### src/shared/ict_consts.vh
/*
 instruction cycle timing constants: class codes, size codes, addressing
 form codes and base figures for the timing lookup.
 assumes the decoder presents these encodings on the request port.
*/
`ifndef ICT_CONSTS_VH
`define ICT_CONSTS_VH

// instruction classes
`define ICT_CLS_SHIFT_REG 4'h0
`define ICT_CLS_SHIFT_MEM 4'h1
`define ICT_CLS_BIT_DYN 4'h2
`define ICT_CLS_BIT_STAT 4'h3
`define ICT_CLS_BRANCH 4'h4
`define ICT_CLS_DEC_BRANCH 4'h5
`define ICT_CLS_BOUNDS_TRAP 4'h6
`define ICT_CLS_OVF_TRAP 4'h7
`define ICT_CLS_BLOCK_REGISTER_MOVE_M2R 4'h8
`define ICT_CLS_BLOCK_REGISTER_MOVE_R2M 4'h9
`define ICT_CLS_EA_ONLY 4'hA

// sizes
`define ICT_SZ_BYTE 2'h0
`define ICT_SZ_WORD 2'h1
`define ICT_SZ_LONG 2'h2

// addressing forms
`define ICT_EA_DREG 4'h0
`define ICT_EA_AREG 4'h1
`define ICT_EA_IND 4'h2
`define ICT_EA_POSTINC 4'h3
`define ICT_EA_PREDEC 4'h4
`define ICT_EA_DISP 4'h5
`define ICT_EA_INDEX 4'h6
`define ICT_EA_ABS_W 4'h7
`define ICT_EA_ABS_L 4'h8
`define ICT_EA_PC_DISP 4'h9
`define ICT_EA_PC_INDEX 4'hA
`define ICT_EA_IMM 4'hB

// bit manipulation operation in sub-op
`define ICT_BIT_TOGGLE 2'h0
`define ICT_BIT_CLEAR 2'h1
`define ICT_BIT_SET 2'h2
`define ICT_BIT_TEST 2'h3

// shift/rotate base figures
`define ICT_SHIFT_BW_BASE 16'h0006
`define ICT_SHIFT_L_BASE 16'h0008
`define ICT_SHIFT_MEM_BASE 16'h0008

// conditional branch figures
`define ICT_BR_TAKEN 16'h000A
`define ICT_BR_NT_BYTE 16'h0008
`define ICT_BR_NT_WORD 16'h000C

// block register move bases
`define ICT_BLOCK_REGISTER_MOVE_M2R_BASE 16'h000C
`define ICT_BLOCK_REGISTER_MOVE_R2M_BASE 16'h0008

`endif

### src/rtl/ict_timing.v
/*
 instruction cycle timing lookup: returns total clocks, bus reads and
 bus writes for one decoded instruction.
 assumes the decoder holds request fields valid with req_valid for one
 cycle, all on mclk; no handshake back is needed.
*/
// Overview of operation
// - register shift: 6/8 plus twice count
// - memory shift: 8 clocks, one read/write
// - block move scales with register count
// - index width never changes timing
// - address surcharge never has writes
// - move figures already include fetch
// - standard class covers op, store, prefetch
// - immediate class also covers extension fetch
// - flagged entries add surcharge clocks/reads
// - branch 10 taken, 8/12 not taken
// - starred entries are worst-case bounds
`timescale 1ns/1ps
`include "ict_consts.vh"

module ict_timing (
  // clock and reset
  input wire mclk,
  input wire rst,
  // request from decoder
  input wire req_valid,
  input wire [3:0] req_class,
  input wire [1:0] req_size,
  input wire [3:0] req_ea,
  input wire [1:0] req_subop,
  input wire req_taken,
  input wire [5:0] req_count,
  // answer to sequencer
  output reg res_valid,
  output reg [15:0] res_clocks,
  output reg [7:0] res_reads,
  output reg [7:0] res_writes,
  output reg res_max,
  output reg res_illegal
);

  // effective address surcharge: {clocks, reads}, never any write
  function [15:0] ea_cost;
    input [3:0] ea;
    input is_long;
    begin
      case (ea)
        `ICT_EA_IND: ea_cost = is_long ? 16'h0802 : 16'h0401;
        `ICT_EA_POSTINC: ea_cost = is_long ? 16'h0802 : 16'h0401;
        `ICT_EA_PREDEC: ea_cost = is_long ? 16'h0A02 : 16'h0601;
        `ICT_EA_DISP: ea_cost = is_long ? 16'h0C03 : 16'h0802;
        // index register width is not an input here
        `ICT_EA_INDEX: ea_cost = is_long ? 16'h0E03 : 16'h0A02;
        `ICT_EA_ABS_W: ea_cost = is_long ? 16'h0C03 : 16'h0802;
        `ICT_EA_ABS_L: ea_cost = is_long ? 16'h1004 : 16'h0C03;
        `ICT_EA_PC_DISP: ea_cost = is_long ? 16'h0C03 : 16'h0802;
        `ICT_EA_PC_INDEX: ea_cost = is_long ? 16'h0E03 : 16'h0A02;
        `ICT_EA_IMM: ea_cost = is_long ? 16'h0802 : 16'h0401;
        default: ea_cost = 16'h0000;
      endcase
    end
  endfunction

  // block move address-form surcharge over the base, in clocks and reads
  function [15:0] block_register_move_cost;
    input [3:0] ea;
    begin
      case (ea)
        `ICT_EA_DISP: block_register_move_cost = 16'h0401;
        `ICT_EA_INDEX: block_register_move_cost = 16'h0601;
        `ICT_EA_ABS_W: block_register_move_cost = 16'h0401;
        `ICT_EA_ABS_L: block_register_move_cost = 16'h0802;
        `ICT_EA_PC_DISP: block_register_move_cost = 16'h0401;
        `ICT_EA_PC_INDEX: block_register_move_cost = 16'h0601;
        default: block_register_move_cost = 16'h0000;
      endcase
    end
  endfunction

  wire is_long = (req_size == `ICT_SZ_LONG);
  wire [15:0] ea_pair = ea_cost(req_ea, is_long);
  wire [15:0] ea_clk = {8'h00, ea_pair[15:8]};
  wire [7:0] ea_rd = ea_pair[7:0];
  wire [15:0] mv_pair = block_register_move_cost(req_ea);
  wire [15:0] mv_clk = {8'h00, mv_pair[15:8]};
  wire [7:0] mv_rd = mv_pair[7:0];
  wire [15:0] cnt16 = {10'h000, req_count};
  wire [7:0] cnt8 = {2'b00, req_count};
  wire ea_is_reg = (req_ea == `ICT_EA_DREG) || (req_ea == `ICT_EA_AREG);

  reg [15:0] clocks_next;
  reg [7:0] reads_next;
  reg [7:0] writes_next;
  reg max_next;
  reg illegal_next;
  reg add_ea;

  always @* begin
    clocks_next = 16'h0000;
    reads_next = 8'h00;
    writes_next = 8'h00;
    max_next = 1'b0;
    illegal_next = 1'b0;
    add_ea = 1'b0;
    case (req_class)
      `ICT_CLS_SHIFT_REG: begin
        clocks_next = (is_long ? `ICT_SHIFT_L_BASE : `ICT_SHIFT_BW_BASE)
          + {cnt16[14:0], 1'b0};
        reads_next = 8'h01;
      end
      `ICT_CLS_SHIFT_MEM: begin
        if (is_long) begin
          illegal_next = 1'b1;
        end else begin
          clocks_next = `ICT_SHIFT_MEM_BASE;
          reads_next = 8'h01;
          writes_next = 8'h01;
          add_ea = 1'b1;
        end
      end
      `ICT_CLS_BIT_DYN, `ICT_CLS_BIT_STAT: begin
        if (ea_is_reg) begin
          reads_next = (req_class == `ICT_CLS_BIT_STAT) ? 8'h02 : 8'h01;
          case (req_subop)
            `ICT_BIT_CLEAR: clocks_next = 16'h000A;
            `ICT_BIT_TEST: clocks_next = 16'h0006;
            default: clocks_next = 16'h0008;
          endcase
          if (req_class == `ICT_CLS_BIT_STAT)
            clocks_next = clocks_next + 16'h0004;
          max_next = (req_subop != `ICT_BIT_TEST);
        end else begin
          add_ea = 1'b1;
          reads_next = (req_class == `ICT_CLS_BIT_STAT) ? 8'h02 : 8'h01;
          writes_next = (req_subop == `ICT_BIT_TEST) ? 8'h00 : 8'h01;
          clocks_next = (req_subop == `ICT_BIT_TEST) ? 16'h0004 : 16'h0008;
          if (req_class == `ICT_CLS_BIT_STAT)
            clocks_next = clocks_next + 16'h0004;
        end
      end
      `ICT_CLS_BRANCH: begin
        // taken vs not taken by displacement size
        if (req_taken) begin
          clocks_next = `ICT_BR_TAKEN;
          reads_next = 8'h02;
        end else if (req_size == `ICT_SZ_BYTE) begin
          clocks_next = `ICT_BR_NT_BYTE;
          reads_next = 8'h01;
        end else begin
          clocks_next = `ICT_BR_NT_WORD;
          reads_next = 8'h02;
        end
      end
      `ICT_CLS_DEC_BRANCH: begin
        // subop[0] = condition true; taken = counter not expired
        if (req_subop[0]) begin
          clocks_next = 16'h000C;
          reads_next = 8'h02;
        end else if (req_taken) begin
          clocks_next = 16'h000A;
          reads_next = 8'h02;
        end else begin
          clocks_next = 16'h000E;
          reads_next = 8'h03;
        end
      end
      `ICT_CLS_BOUNDS_TRAP: begin
        add_ea = 1'b1;
        if (req_taken) begin
          clocks_next = 16'h0028;
          reads_next = 8'h05;
          writes_next = 8'h03;
          max_next = 1'b1;
        end else begin
          clocks_next = 16'h0008;
          reads_next = 8'h01;
        end
      end
      `ICT_CLS_OVF_TRAP: begin
        clocks_next = req_taken ? 16'h0022 : 16'h0004;
        reads_next = req_taken ? 8'h05 : 8'h01;
        writes_next = req_taken ? 8'h03 : 8'h00;
      end
      `ICT_CLS_BLOCK_REGISTER_MOVE_M2R: begin
        // memory to register, index width ignored
        clocks_next = `ICT_BLOCK_REGISTER_MOVE_M2R_BASE + mv_clk
          + (is_long ? {cnt16[12:0], 3'b000} : {cnt16[13:0], 2'b00});
        reads_next = 8'h03 + mv_rd + (is_long ? {cnt8[6:0], 1'b0} : cnt8);
        illegal_next = (req_ea == `ICT_EA_PREDEC) || ea_is_reg;
      end
      `ICT_CLS_BLOCK_REGISTER_MOVE_R2M: begin
        clocks_next = `ICT_BLOCK_REGISTER_MOVE_R2M_BASE + mv_clk
          + (is_long ? cnt16 * 16'd10 : cnt16 * 16'd5);
        reads_next = 8'h02 + mv_rd;
        writes_next = is_long ? {cnt8[6:0], 1'b0} : cnt8;
        illegal_next = (req_ea == `ICT_EA_POSTINC)
          || (req_ea == `ICT_EA_PC_DISP) || (req_ea == `ICT_EA_PC_INDEX)
          || ea_is_reg;
      end
      `ICT_CLS_EA_ONLY: begin
        // base figures from decoder include fetches
        add_ea = 1'b1;
      end
      default: illegal_next = 1'b1;
    endcase
    // add surcharge clocks and reads; writes unchanged
    if (add_ea && !illegal_next) begin
      clocks_next = clocks_next + ea_clk;
      reads_next = reads_next + ea_rd;
    end
    if (illegal_next) begin
      clocks_next = 16'h0000;
      reads_next = 8'h00;
      writes_next = 8'h00;
      max_next = 1'b0;
    end
  end

  always @(posedge mclk) begin
    if (rst) begin
      res_valid <= 1'b0;
      res_clocks <= 16'h0000;
      res_reads <= 8'h00;
      res_writes <= 8'h00;
      res_max <= 1'b0;
      res_illegal <= 1'b0;
    end else begin
      res_valid <= req_valid;
      if (req_valid) begin
        res_clocks <= clocks_next;
        res_reads <= reads_next;
        res_writes <= writes_next;
        res_max <= max_next;
        res_illegal <= illegal_next;
      end
    end
  end

endmodule

### config.mk
export PLATFORM = sky130hd
export DESIGN_NAME = ict_timing
export DESIGN_NICKNAME = d
export VERILOG_FILES = /design/src/rtl/ict_timing.v
export VERILOG_INCLUDE_DIRS = /design/src /design/src/shared
export SDC_FILE = /design/constraint.sdc
export NUM_CORES = 1
export LEC_CHECK = 0
export BUFFER_PORTS_ARGS = -buffer_cell sky130_fd_sc_hd__buf_2
export CORE_MARGIN = 1
export CORE_UTILIZATION = 52
export DETAILED_ROUTE_END_ITERATION = 8
export PLACE_DENSITY = 0.78
export REMOVE_ABC_BUFFERS = 1
export SLEW_MARGIN = 40
export SYNTH_ARGS = -nofsm -noshare
export SYNTH_HDL_FRONTEND = slang
export SYNTH_SLANG_ARGS = --single-unit
### constraint.sdc
create_clock -name mclk -period 4.2 [get_ports mclk]
set_clock_uncertainty 0.1 [all_clocks]
set_input_delay 0.84 -clock mclk [delete_from_list [all_inputs] [get_ports mclk]]
set_output_delay 0.84 -clock mclk [all_outputs]
set_load 0.005 [all_outputs]
======== Yosys cells after proc, flatten, opt, wreduce, memory -nomap -nowiden ========
Cells that the tools add are included.
word-level totals
  memory bits (read-only) ................. 0
  logic and storage cells ................. 114
  register bits after elaboration ......... 35
  memory bits (writable) .................. 0
  output and inout port bits .............. 35
  bits in latches ......................... 0
  input bits .............................. 22
  memories kept ........................... 0
cells by class
  equality and inequality tests ........... 25
  bitwise logic cells ..................... 0
  mux-type cells .......................... 52
  divide/modulo/power cells ............... 0
  multiply operators ...................... 2
  shift-type cells ........................ 0
  add/sub/neg operators ................... 12
  reductions and logical operators ........ 17
  order comparisons ....................... 0
operator list
  operator                 count
  $pmux W16 S9             1
  $mux W16                 6
  $pmux W13 S5             1
  $pmux W8 S8              1
  $pmux W12 S3             1
  $eq A4 B3 Y1 const B     8
  $eq A4 B4 Y1 const B     7
  $pmux W7 S4              1
  $mux W12                 2
  $mux W8                  3
  $mux W11                 2
  $add A4 B8 Y9 const A    2
  $mul A6 B3 Y9 const B    2
  $add A16 B3 Y16 const B  1
  $add A16 B8 Y16          1
  $add A2 B8 Y8 const A    2
  $add A8 B8 Y8            2
  $eq A4 B2 Y1 const B     4
  $mux W3                  5
  $mux W13                 1
  $mux W4                  3
  $mux W6                  2
  $add A9 B10 Y11          1
  $mux W1                  11
  other kinds (24)         38

======== Logic depth before layout (Yosys ltp) ========
  word-level depth ........................ 11
  depth in mapped cells ................... 20
  depth with buffers taken out ............ 19

======== Worst setup path before layout ========
Ideal clock, no wire load.
  path type ............................... input to register
  from .................................... input req_size[0]
  to ...................................... register res_clocks[6]
  library setup time ...................... 0.134 ns
  setup slack ............................. 0.068 ns
  stages on the path ...................... 18
  required time ........................... 3.966 ns
  arrival time ............................ 3.898 ns
  buffers on the path ..................... 2
  cells stage by stage .................... nand2b_1 > buf_2 > buf_1 > ha_1 > inv_1 > fa_1 > mux2_2 > o21ai_0 > nand3_1 > o21ai_0 > ha_1 > a21o_1 > a21oi_1 > inv_1 > a21oi_1 > nor3_1 > a21oi_1 > a211oi_1
between the ends
  word-level cells in the longest chain between the ends .. 7
  elaborated cells between the ends (all ways) .. 27
  those cells by class .................... add/sub (4); eq/ne (1); mux (19); reduce/logical (3)
ends and longest elaborated chain
  element                                                            RTL line                            RTL
  from (decl)                                                        ict_timing.v:29                     input wire [1:0] req_size,
  $eq A2 B2 Y1 (no line) / $logic_not A2 Y1 (equally long branches)  -
  $mux W10 (tied with other cells)                                   ict_timing.v:194                    + (is_long ? cnt16 * 16'd10 : cnt16 * 16'd5);
  $add A9 B10 Y11 (no line) (tied with other cells)                  -
  $pmux W16 S9 / $logic_not A1 Y1 (equally long branches)            ict_timing.v:106, ict_timing.v:208
  $add A16 B8 Y16 / $logic_and A1 B1 Y1 (equally long branches)      ict_timing.v:209, ict_timing.v:208
  $mux W16                                                           ict_timing.v:208                    if (add_ea && !illegal_next) begin
  $mux W16 (*)                                                       ict_timing.v:212                    if (illegal_next) begin
  to (signal assigned)                                               ict_timing.v:231                    res_clocks <= clocks_next;
  to (decl)                                                          ict_timing.v:36                     output reg [15:0] res_clocks,
Every way passes the cells marked *; elsewhere a longest branch is shown, timed or not.
A chain may end at the register's enable or synchronous reset.

======== Worst setup path after layout ========
  from .................................... input req_count[1]
  to ...................................... register res_clocks[5]
between the ends
  word-level cells in the longest chain between the ends .. 7
  elaborated cells between the ends (all ways) .. 11
  those cells by class .................... add/sub (4); mul (2); mux (5)
ends and longest elaborated chain
  element                    RTL line          RTL
  from (decl)                ict_timing.v:33   input wire [5:0] req_count,
  $mul A6 B3 Y9              ict_timing.v:194
  $mux W10                   ict_timing.v:194
  $add A9 B10 Y11 (no line)  -
  $pmux W16 S9 (*)           ict_timing.v:106  case (req_class)
  $add A16 B8 Y16            ict_timing.v:209  clocks_next = clocks_next + ea_clk;
  $mux W16 (*)               ict_timing.v:208
  $mux W16 (*)               ict_timing.v:212
Marks and branches as above.

==> results.md <==
- Utilization after layout: between 60% and 70%
- Leak: 1.676 nW
- Clk slew on worst S/H paths: 70 ps
- Crit start category: input port
- Inserted Clock Buffers: 5
- Max-slew headroom: 42.54%
- FFs w/ async S/R, synth: 0%
- Finished layout cell area: roughly 3600 sq um
- Root Buffer: clkbuf_8
- Die height: between 70 and 80 um
- Diodes inserted: 0
- Final setup viols: 0
- RSZ-0062 raised after global routing: no
- Reg-to-reg endpoint: res_clocks[6]$_SDFFE_PP0P_
- Total iterations of the first detailed-routing run: 4
- Die area: around 6300 sq um
- Nets@finish: 513
- Predominant post-synthesis flop cell: dfxtp_1
- Initial core utilization: between 50 and 60%
- Max Root-Sink Buffers: 2
- Distinct cells, synth: 68
- DR WL/cell: 15.93 um
- Final Hold Fails: 0
- Logic gate share of total power: approximately two fifths
- Worst-Skew Late Latency: approximately 280 ps
- First-pass GRT wire length: ~14000 um
- R2R setup slack: 3260 ps
- Sequential share of power: roughly 33%
- Flops & latches, synth: 30
- Cells after synthesis: between 400 and 500
- CTS sink cnt: 30
- Pin count of the biggest net entering global routing: 26
- GP Congestion: about 0.92
- DRT Wirelength: 8426 um
- Post-detail-place hpwl: around 6600 um
- Highest clock rate: roughly 250 MHz
- Final TNS setup: 0 ps
- FF-to-FF Start: res_clocks[6]$_SDFFE_PP0P_
- Placed Area: between 3000 and 4000 sq um
- VDD IR max: 0.1320 mV
- Syn avg cell area: between 7 and 8 sq um
- Drt drc: 0
- Status: finished clean
- Vias: between 3000 and 4000
- Initial antenna violation count: 0
- Crit share post-route: 95.89%
- Slew Limit Fails: 0
- Worst-Margin Slew: ~860 ps
- Worst hold stages: 2
- Vias in the first global route: between 2000 and 3000
- Ys Warns: 0
- Int Pwr: about 0.00057 W
- Total track usage: 28.57%
- Hold endpoint: res_clocks[1]$_SDFFE_PP0P_
- Crit Path Class: in2reg
- # port buffers: 51
- Max_cap viols: 0
- Crit path DAT: around 4100 ps
- I/O pin count: 57
- Reg2Reg Depth: 2
- Vias/cell: between 5 and 6
- CTS H-tree depth: 2
- Die width: between 70 and 80 um
- Share of cells above drive strength 1: ~22%
- Net Sw Power: about 0.00033 W
- Post CTS Setup Buffer Count: 0
- Nature of the critical path endpoint: flop
- Layout area overhead: 14.32%
- Sw Share: 36.67%
- EDFF count, synth: 0
- Hold_ws: between 300 and 400 ps
- Hold Path Class: reg2reg
- Final min period: 4027 ps
- WP data required: 4280 ps
- Starting DRT DRC Count: about 190
- CTS Hold Bufs: 0
- Post_cts resized: 0
- Clock power frac: 27.8%
- Synth Cell Area: 3119 sq um
- CTS tree: built
- Cell Pwr Density: ~250 nW/um^2
- Post-DRT Antenna Nets: 0
- Worst-path fanout max: 3
- Post-synthesis sequential area ratio: around a fifth
- Row count: 27
- Critical path startpoint: req_count[1]
- Hold path start: res_clocks[1]$_SDFFE_PP0P_
- Core ar.: roughly 5600 sq um
- Congestion Overflow GR: 0
[layout make-up]
type / instances / area, sq um
Clock buffer: 6 / 82.58
Clock inverter: 2 / 12.51
Fill cell: 519 / 2076
Inverter: 21 / 78.83
Multi-Input combinational cell: 325 / 2281
Sequential cell: 30 / 600.6
Tap cell: 72 / 90.09
Timing Repair Buffer: 73 / 420.4
[power groups by stage]
| stage | Clock [W] | Sequential [W] | Combinational [W] |
|---|---|---|---|
| floorplan | 0 | 0.000302 | 0.000230 |
| global placement | 0 | 0.000301 | 0.000339 |
| detailed placement | 0 | 0.000301 | 0.000353 |
| CTS | 0.000256 | 0.000295 | 0.000354 |
| global route | 0.000270 | 0.000295 | 0.000398 |
| finish | 0.000251 | 0.000294 | 0.000357 |
[Yosys cell counts, types with 2 or more instances]
cell type / n / share of area (%)
dfxtp_1: 30 / 19
nand3b_1: 2 / 0.48
nor2b_1: 6 / 1.2
nor3_1: 6 / 0.96
nand4_1: 2 / 0.40
inv_1: 21 / 2.5
a32oi_1: 4 / 1.1
or3_1: 4 / 0.80
nand2_1: 43 / 5.2
o211ai_1: 5 / 1.2
nor2_1: 38 / 4.6
buf_6: 3 / 1.1
mux2i_1: 4 / 1.3
buf_2: 10 / 1.6
mux2_2: 2 / 0.72
a21o_1: 8 / 1.9
a22oi_1: 10 / 2.4
o22ai_1: 8 / 1.6
xor2_1: 13 / 3.7
a21oi_2: 3 / 0.84
nor2b_2: 2 / 0.56
xnor2_1: 6 / 1.7
clkbuf_1: 9 / 1.1
ha_1: 29 / 12
buf_4: 6 / 1.4
o2111ai_1: 2 / 0.56
a21oi_1: 29 / 4.7
o21ai_0: 21 / 3.4
buf_1: 3 / 0.36
nand3_1: 11 / 1.8
o21ai_1: 2 / 0.32
nand2b_1: 6 / 1.2
a221oi_1: 2 / 0.56
and2b_1: 2 / 0.48
and2_1: 4 / 0.80
fa_1: 6 / 3.9
a211oi_1: 6 / 1.4
a22o_1: 5 / 1.4
[placed cells by master (no fill, tap or decap), drive strengths merged, types with 7 or more instances in the layout]
cell	netlist	routed
buf	22	73
nand2	44	44
nor2	38	38
a21oi	32	32
dfxtp	30	30
ha	29	29
o21ai	23	23
inv	21	21
xor2	13	13
nand3	11	11
a22oi	11	11
o22ai	8	8
a21o	8	8
nor2b	8	8
a211oi	8	8
nor3	7	7
[state kept, by name (all words and copies together) (netlist names)]
signal / count
res_valid: 1
res_clocks: 12
res_reads: 8
res_illegal: 1
res_writes: 7
res_max: 1
[critical path, cell delays in order]
cell and delay (ps):
buf_2 120, ha_1 290, ha_1 310, mux2i_1 140, ha_1 270, fa_1 480, a21oi_1 170, a21oi_1 90
o2111ai_1 300, ha_1 330, a21o_1 170, a21oi_1 160, nor2_1 70, xor2_1 170, a22o_1 190
[how the worst max path moves through the flow]
stage          slack [ps]                    endpoint  cells after the start
3_5_place_dp          -90  res_clocks[5]$_SDFFE_PP0P_                     15
5_1_grt                 5  res_clocks[6]$_SDFFE_PP0P_                     16
3_3_place_gp           20  res_clocks[5]$_SDFFE_PP0P_                     15
4_1_cts               200  res_clocks[5]$_SDFFE_PP0P_                     15
6_report              170  res_clocks[5]$_SDFFE_PP0P_                     15
2_1_floorplan        -340  res_clocks[5]$_SDFFE_PP0P_                     17
[stage by stage]
step                total power (W)  instances  setup slack [ps]
floorplan                 0.0005321        376            -337.7
global placement          0.0006398        521             18.56
finish                    0.0009029        529             172.8
detailed placement        0.0006536        521            -91.25
global route              0.0009638        529             4.765
CTS                       0.0009047        529             200.0
[cells by family after synthesis]
family          count (synthesis)  synth area share [%]
simple gates                  134                 21.18
compound gates                124                 27.68
buf+inv                        52                 8.103
fa+ha+maj                      35                 15.48
flops                          30                 19.25
xor+xnor                       19                 5.335
mux                             8                 2.848
other cells                     1                0.1202
[routing by layer]
layer | global-route usage, % | part of all wire [%]
met5 | 0 | 0
met4 | 10.73 | 1.8
met3 | 3.429 | 6.4
met2 | 45.98 | 47
met1 | 38.72 | 45
Power figures use the tool's default switching activity.
